$ cat src/core/adport_defines.svh
`ifndef ADPORT_DEFINES_SVH
`define ADPORT_DEFINES_SVH

// Register indices; each register's byte address is four times its index
`define UP_DIR_IDX    16'hffb1
`define UP_DATA_IDX   16'hffb3
`define DB_DIR_IDX    16'hffb4
`define DB_DATA_IDX   16'hffb6
`define HS_CTRL_IDX   16'hffbf

// Byte addresses on the APB
`define UP_DIR_ADDR   {14'h0000, `UP_DIR_IDX, 2'b00}
`define UP_DATA_ADDR  {14'h0000, `UP_DATA_IDX, 2'b00}
`define DB_DIR_ADDR   {14'h0000, `DB_DIR_IDX, 2'b00}
`define DB_DATA_ADDR  {14'h0000, `DB_DATA_IDX, 2'b00}
`define HS_CTRL_ADDR  {14'h0000, `HS_CTRL_IDX, 2'b00}

// Reset values, direction read-back value and mode 1 direction value
`define UP_DIR_RST    8'h00
`define UP_DATA_RST   8'h00
`define DB_DIR_RST    8'h00
`define DB_DATA_RST   8'h00
`define DIR_READ_VAL  8'hff
`define MODE1_DIR_VAL 8'hff

// Field positions
`define LATCH_EN_BIT  0

`endif

$ cat src/core/adport_pkg.sv
package adport_pkg;

  // Operating mode, fixed by the mode pins
  typedef enum logic [1:0] {
    MODE_RSV,
    MODE_EXP_NOROM,
    MODE_EXP_ROM,
    MODE_SINGLE
  } mode_t;

  // Drive of one 8-bit pin group
  typedef struct packed {
    logic [7:0] o;
    logic [7:0] oe;
    logic [7:0] pu;
  } pin_drive_t;

  // Request from the handshake control logic
  typedef struct packed {
    logic       active;
    logic       oe;
    logic [7:0] data;
  } hs_req_t;

endpackage

$ cat src/core/address_data_port_pair.sv
`timescale 1ns/1ps
`default_nettype none
`include "adport_defines.svh"

// Summary of operation
// RQ1: Mode 1 drives upper address on all pins
// RQ2: Mode 1 direction ignores writes, stays ones
// RQ3: Mode 2 per-pin input or address output
// RQ4: Mode 3 upper port is plain I/O
// RQ5: Modes 2,3 data bit sets input pull-up
// RQ6: Pull-ups off for outputs and mode 1
// RQ7: Reset clears; mode 1 then sets direction
// RQ8: Hardware standby floats pins, pull-ups off
// RQ9: Software standby: address low, rest kept
// RQ10: Modes 1,2 data port is data bus
// RQ11: Mode 3 data port GPIO or handshake
// RQ12: Mode 3 data port direction per bit
// RQ13: Mode 3 only data-port input pull-ups
// RQ14: Strobe falling edge latches data port pins
// RQ15: Latch disabled reads live pin levels
// RQ16: Reset, hardware standby clear data port
// RQ17: Software standby keeps data port state
// RQ18: Data read: latch for outputs, pin inputs
// RQ19: Direction registers read as all ones
// RQ20: Mode static; muxing derived combinationally
module address_data_port_pair
  import adport_pkg::*;
(
  input  wire logic        pclk,
  input  wire logic        presetn,
  input  wire logic        psel,
  input  wire logic        penable,
  input  wire logic        pwrite,
  input  wire logic [31:0] paddr,
  input  wire logic [31:0] pwdata,
  output logic      [31:0] prdata,
  output logic             pready,
  output logic             pslverr,
  input  wire mode_t       op_mode,
  input  wire logic        hw_standby,
  input  wire logic        sw_standby,
  input  wire logic [7:0]  upper_address_byte,
  input  wire logic [7:0]  ext_data_out,
  input  wire logic        ext_data_oe,
  output logic      [7:0]  ext_data_in,
  input  wire hs_req_t     hs_req,
  input  wire logic        input_strobe_n,
  input  wire logic [7:0]  up_pin_i,
  output pin_drive_t       up_pin,
  input  wire logic [7:0]  db_pin_i,
  output pin_drive_t       db_pin,
  output logic             strobe_latch_enable
);

  // Register state
  logic [7:0] up_dir_q;          // Upper port direction
  logic [7:0] up_data_q;         // Upper port data latch
  logic [7:0] db_dir_q;          // Data port direction
  logic [7:0] db_data_q;         // Data port data latch
  logic       latch_en_q;        // Strobe latch enable
  logic [7:0] strobe_latch_q;    // Held strobed input
  logic       strobe_prev_q;     // Previous strobe level
  logic       pready_q;          // APB answer
  logic       pslverr_q;         // Unmapped address answer
  logic [31:0] prdata_q;         // Read data
  pin_drive_t up_pin_q;          // Registered upper pin drive
  pin_drive_t db_pin_q;          // Registered data pin drive
  logic [7:0] ext_data_in_q;     // Data bus toward the core

  // Mode decode, static during operation
  wire logic m1 = (op_mode == MODE_EXP_NOROM);            // RQ20
  wire logic m2 = (op_mode == MODE_EXP_ROM);              // RQ20
  wire logic m3 = !m1 && !m2;                             // RQ20
  wire logic expanded = m1 || m2;

  // APB decode
  wire logic setup_ph = psel && !penable;
  wire logic wr_en    = psel && penable && pready_q && pwrite;
  wire logic hit_up_dir  = (paddr == `UP_DIR_ADDR);
  wire logic hit_up_data = (paddr == `UP_DATA_ADDR);
  wire logic hit_db_dir  = (paddr == `DB_DIR_ADDR);
  wire logic hit_db_data = (paddr == `DB_DATA_ADDR);
  wire logic hit_hs      = (paddr == `HS_CTRL_ADDR);
  wire logic hit_any = hit_up_dir || hit_up_data || hit_db_dir || hit_db_data || hit_hs;

  // Strobe falling edge, qualified by mode 3 and latch enable
  wire logic strobe_fall = strobe_prev_q && !input_strobe_n;
  wire logic capture     = m3 && latch_en_q && strobe_fall; // RQ14

  // Data port input source: held value or transparent path
  wire logic [7:0] db_in_src = (m3 && latch_en_q) ? strobe_latch_q : db_pin_i; // RQ14 RQ15

  // Read values: latch for output pins, pin level for inputs
  wire logic [7:0] up_rd = (up_dir_q & up_data_q) | (~up_dir_q & up_pin_i);  // RQ18
  wire logic [7:0] db_rd = (db_dir_q & db_data_q) | (~db_dir_q & db_in_src); // RQ18

  // Read mux; direction registers are write-only
  wire logic [7:0] rd_byte =
    (hit_up_dir || hit_db_dir) ? `DIR_READ_VAL :                             // RQ19
    hit_up_data ? up_rd :
    hit_db_data ? db_rd :
    hit_hs      ? {7'h00, latch_en_q} : 8'h00;

  // Upper port: pins carrying address in the expanded modes
  wire logic [7:0] up_addr_sel = expanded ? up_dir_q : 8'h00;               // RQ1 RQ3
  // Address outputs go low in software standby
  wire logic [7:0] up_addr_val = sw_standby ? 8'h00 : upper_address_byte;   // RQ9

  // Upper port next drive
  pin_drive_t up_pin_d;
  always_comb begin
    up_pin_d.o  = (up_addr_sel & up_addr_val) | (~up_addr_sel & up_data_q); // RQ1 RQ3 RQ4 RQ9
    up_pin_d.oe = up_dir_q;                                                 // RQ3 RQ4
    up_pin_d.pu = m1 ? 8'h00 : (up_data_q & ~up_dir_q);                     // RQ5 RQ6
    if (hw_standby) begin
      // Everything floats, pull-ups off
      up_pin_d = '0;                                                        // RQ8
    end
  end

  // Data port next drive
  pin_drive_t db_pin_d;
  always_comb begin
    if (hw_standby) begin
      db_pin_d = '0;                                                        // RQ16
    end else if (expanded) begin
      // Data bus; port registers have no say. Floats in software standby
      db_pin_d.o  = ext_data_out;                                           // RQ10
      db_pin_d.oe = (ext_data_oe && !sw_standby) ? 8'hff : 8'h00;           // RQ10 RQ17
      db_pin_d.pu = 8'h00;                                                  // RQ13
    end else if (hs_req.active) begin
      // Handshake logic owns the pins
      db_pin_d.o  = hs_req.data;                                            // RQ11
      db_pin_d.oe = hs_req.oe ? 8'hff : 8'h00;                              // RQ11
      db_pin_d.pu = hs_req.oe ? 8'h00 : (db_data_q & ~db_dir_q);            // RQ13
    end else begin
      // General-purpose port; state kept through software standby
      db_pin_d.o  = db_data_q;                                              // RQ11 RQ17
      db_pin_d.oe = db_dir_q;                                               // RQ12
      db_pin_d.pu = db_data_q & ~db_dir_q;                                  // RQ13
    end
  end

  // Upper port registers; mode 1 forces direction to all ones
  always_ff @(posedge pclk or negedge presetn) begin
    if (!presetn) begin
      up_dir_q  <= `UP_DIR_RST;                                             // RQ7
      up_data_q <= `UP_DATA_RST;                                            // RQ7
    end else begin
      if (m1) begin
        up_dir_q <= `MODE1_DIR_VAL;                                         // RQ2 RQ7
      end else if (wr_en && hit_up_dir) begin
        up_dir_q <= pwdata[7:0];
      end
      if (wr_en && hit_up_data) begin
        up_data_q <= pwdata[7:0];                                           // RQ5
      end
    end
  end

  // Data port registers; hardware standby clears them and the latch enable
  always_ff @(posedge pclk or negedge presetn) begin
    if (!presetn) begin
      db_dir_q   <= `DB_DIR_RST;                                            // RQ16
      db_data_q  <= `DB_DATA_RST;                                           // RQ16
      latch_en_q <= 1'b0;                                                   // RQ16
    end else if (hw_standby) begin
      db_dir_q   <= `DB_DIR_RST;                                            // RQ16
      db_data_q  <= `DB_DATA_RST;                                           // RQ16
      latch_en_q <= 1'b0;                                                   // RQ16
    end else begin
      if (wr_en && hit_db_dir) begin
        db_dir_q <= pwdata[7:0];
      end
      if (wr_en && hit_db_data) begin
        db_data_q <= pwdata[7:0];
      end
      if (wr_en && hit_hs) begin
        latch_en_q <= pwdata[`LATCH_EN_BIT];
      end
    end
  end

  // Strobe latch; strobe taken as synchronous, so edges are sampled levels
  always_ff @(posedge pclk or negedge presetn) begin
    if (!presetn) begin
      strobe_prev_q  <= 1'b1;
      strobe_latch_q <= 8'h00;
    end else begin
      strobe_prev_q <= input_strobe_n;
      if (capture) begin
        strobe_latch_q <= db_pin_i;                                         // RQ14
      end
    end
  end

  // APB answer: one wait-free access, data fixed at the setup edge
  always_ff @(posedge pclk or negedge presetn) begin
    if (!presetn) begin
      pready_q  <= 1'b0;
      pslverr_q <= 1'b0;
      prdata_q  <= 32'h0000_0000;
    end else begin
      pready_q  <= setup_ph;
      pslverr_q <= setup_ph && !hit_any;
      if (setup_ph && !pwrite) begin
        prdata_q <= {24'h00_0000, rd_byte};
      end
    end
  end

  // Registered pin drive and data bus return path
  always_ff @(posedge pclk or negedge presetn) begin
    if (!presetn) begin
      up_pin_q      <= '0;
      db_pin_q      <= '0;
      ext_data_in_q <= 8'h00;
    end else begin
      up_pin_q      <= up_pin_d;
      db_pin_q      <= db_pin_d;
      ext_data_in_q <= db_pin_i;                                            // RQ10
    end
  end

  assign prdata              = prdata_q;
  assign pready              = pready_q;
  assign pslverr             = pslverr_q;
  assign up_pin              = up_pin_q;
  assign db_pin              = db_pin_q;
  assign ext_data_in         = ext_data_in_q;
  assign strobe_latch_enable = latch_en_q;
endmodule
`default_nettype wire

$ cat config.mk
export PLATFORM = sky130hd
export DESIGN_NAME = address_data_port_pair
export DESIGN_NICKNAME = d
export VERILOG_FILES = /design/src/core/adport_pkg.sv /design/src/core/address_data_port_pair.sv
export VERILOG_INCLUDE_DIRS = /design/src /design/src/core
export SDC_FILE = /design/constraint.sdc
export NUM_CORES = 1
export LEC_CHECK = 0
export BUFFER_PORTS_ARGS = -buffer_cell sky130_fd_sc_hd__clkbuf_2
export CORE_UTILIZATION = 52
export CTS_CLUSTER_SIZE = 14
export DETAILED_ROUTE_END_ITERATION = 7
export HOLD_SLACK_MARGIN = 0.15
export PLACE_DENSITY = 0.86
export SLEW_MARGIN = 15
export SYNTH_ARGS = -nofsm -noshare
export SYNTH_HDL_FRONTEND = slang
export SYNTH_SLANG_ARGS = --single-unit
$ cat constraint.sdc
create_clock -name pclk -period 3.7 [get_ports pclk]
set_input_delay 0.74 -clock pclk [delete_from_list [all_inputs] [get_ports pclk]]
set_output_delay 0.74 -clock pclk [all_outputs]
set_load 0.01 [all_outputs]
==> flow_summary.toml <==
[synth]
synth.most_common_cell = "dfrtp_1"
synthTopCellsByCount = "107 x dfrtp_1, 37 x o21ai_0, 31 x mux2i_1"
synth-edff-count = 0
ys_top_cells_by_area = "dfrtp_1 54%, mux2i_1 6.3%, mux2_2 5.2%"
ys_seq_area_share_pct = 54.8
yosysTopAreaCell = "dfrtp_1"
synth_cell_types = 42
synth_top_cell_area_share_pct = 54.2
syn_area_um2 = 4940
yosysWarnings = 0
async_flop_share_pct = 100
avgSynthCellArea_um2 = 11.3
ys_dominant_reg_cell = "dfrtp_1"
ys_seq_elements = 108
synthCells = 435

[sta]
fmax_mhz = 385
slew-limit-headroom_pct = 48.9
period_share_pct = 70.2
setup-tns-final_ns = 0
min_period_ns = 2.60
finalHoldViolCount = 0
tightest_slew_ns = 0.761
slew_violations = 0
rsz0062_at_grt = "false"
fin_ws_ns = 1.10
fin_skew_ns = 0.0125
setup_viol = 0

[placement]
portBuffers = 159
gp_congestion = 0.853
dp_hpwl_um = 9210
preCtsSetupSlack_ns = 0.752

[power_and_ir_drop]
leakage_nw = 3.07
clkPwrFrac_pct = 32.5
pwr_density_cell_nw_per_um2 = 363
ir_worst_vdd_mv = 0.177
switching_share_pct = 25.9
internal_power_w = 0.00159
p_switching_w = 0.000557
pwr-share-comb_pct = 11.0
seq_power_share_pct = 56.5

[detailed_routing]
met2_length_um = 6320
viasPerCell = 5.57
postRouteAntennaNets = 0
wirelength_um = 12200
drt-initial-drc-count = 197
wire_per_inst_um = 17.3
drc = 0
wl_met3_um = 676
vias = 3923
top_layer_used = "met4"
met1_length_um = 4930
dr.pass1.iters = 5

[floorplanning]
fp-row-count = 35
fp.dieArea_um2 = 9890
die_w_um = 99.4
ios = 208
core_area_um2 = 9200
die_y_um = 99.4
start_util_pct = 53.7

[global_routing]
grt_use_total_pct = 25.4
antenna_found_initial = 0
grt_max_degree = 42
grt_pass1_wl_um = 19300
globalRouteOverflowTotal = 0
grt_pass1_vias = 3967

[critical_path]
path_max_fanout = 8
cp_data_required_time_ns = 3.92
cp-start-kind = "input pin"
critPathCaptureType = "register"
crit_type = "input pin to register"
cp.arrival_ns = 2.82

[cts]
hold_buffers = 0
cts_buffer_depth = 2
clock_latency_ns = 0.36
path_clk_slew_ns = 0.10
cts_tree = "done"
clock_tree.root_cell = "clkbuf_8"
clock_sinks = 108
h-tree-depth = 3
cts_buffers = 9
ctsResizeCount = 0
cts_setup_buffers = 0

[run_status]
status = "finished, final reports clean"

[hold_path]
hold_path.class = "input pin to asynchronous set/reset pin"

[final_layout]
syn2layout_area_growth_pct = 19.9
layout-drive-gt1-share_pct = 38.4
antenna_cells = 0
fin_nets = 706

[job]
maxCapViolations = 0
-- worst paths after layout --
path,slack [ns],startpoint,cells past startpoint,endpoint
max,1.10,paddr[31],6,db_dir_q[0]
min,0.30,presetn,1,db_pin[2]
max reg2reg,1.81,pready,6,up_dir_q[4]
min reg2reg,0.51,up_dir_q[7],1,up_pin[7]
max in group asynchronous,2.55,presetn,2,db_data_q[5]
min in group pclk,0.46,input_strobe_n,1,strobe_prev_q
-- cells in the final DEF (no fill, tap or decap), types with 5 or more instances in the layout --
cell type    n
a211oi_1     9
a21oi_1     29
buf_4        6
clkbuf_2   158
clkbuf_8    11
conb_1      24
dfrtp_1    107
inv_1       12
mux2_2      23
mux2i_1     31
nand2_1      5
nand2b_1    19
nand3b_1     9
nor2_1      28
nor3_1      13
nor3b_1     15
o21ai_0     37
o221a_2      7
or4b_2       9
-- power by group through the flow --
stage	clock [W]	combinational (W)	sequential, W
global placement	0	0.000233	0.00124
detailed placement	0	0.000238	0.00124
finish	0.000698	0.000237	0.00121
global route	0.000754	0.000262	0.00122
floorplan	0	0.000113	0.00125
CTS	0.000708	0.000239	0.00121
-- kinds of logic after synthesis --
kind of cell | synth area share [%]
simple gates | 16.2
flops | 54.8
compound gates | 10.5
buf+inv | 6.41
mux | 11.5
fa+ha+maj | 0.253
other cells | 0.0760
xor+xnor | 0.177
-- stage by stage --
step | power [W] | area, um2 | util (%) | std cells | hold slack, ns
detailed placement | 0.00147 | 5730 | 62.3 | 688 | 0.496
finish | 0.00215 | 5920 | 64.4 | 704 | 0.304
CTS | 0.00216 | 5920 | 64.4 | 704 | 0.306
floorplan | 0.00136 | 5020 | - | 458 | 0.444
global route | 0.00223 | 5920 | 64.4 | 704 | 0.320
global placement | 0.00147 | 5730 | 62.3 | 688 | 0.484
-- cell type report --
type                       instances  area (um2)
clock buffer                      11         151
clock inverter                     5        42.5
fill                             767        3280
inverter                          12        45.0
multi-input combinational        293        2000
sequential                       108        2700
tap                              111         139
timing repair buffer             164         836
-- registers in the layout, summed over array words and instances (netlist names) --
name                 cells
db_data_q                8
db_dir_q                 8
db_pin                  24
ext_data_in              8
prdata                   8
pready                   1
pslverr                  1
strobe_latch_enable      1
strobe_latch_q           8
strobe_prev_q            1
up_data_q                8
up_dir_q                 8
up_pin                  24
-- per-layer routing --
layer / up-vias / global-route usage (%)
met5: - / 0
met4: 0 / 10.7
met3: 22 / 2.88
met2: 188 / 44.3
met1: 1903 / 32.2
li1: 1810 / -
-- critical path: stages --
cell      delay, ns
clkbuf_2       0.08
or4b_4         0.52
nor3_1         0.35
nand3_1        0.22
or4_1          0.70
mux2i_1        0.20
(Power assumes the default switching activity.)
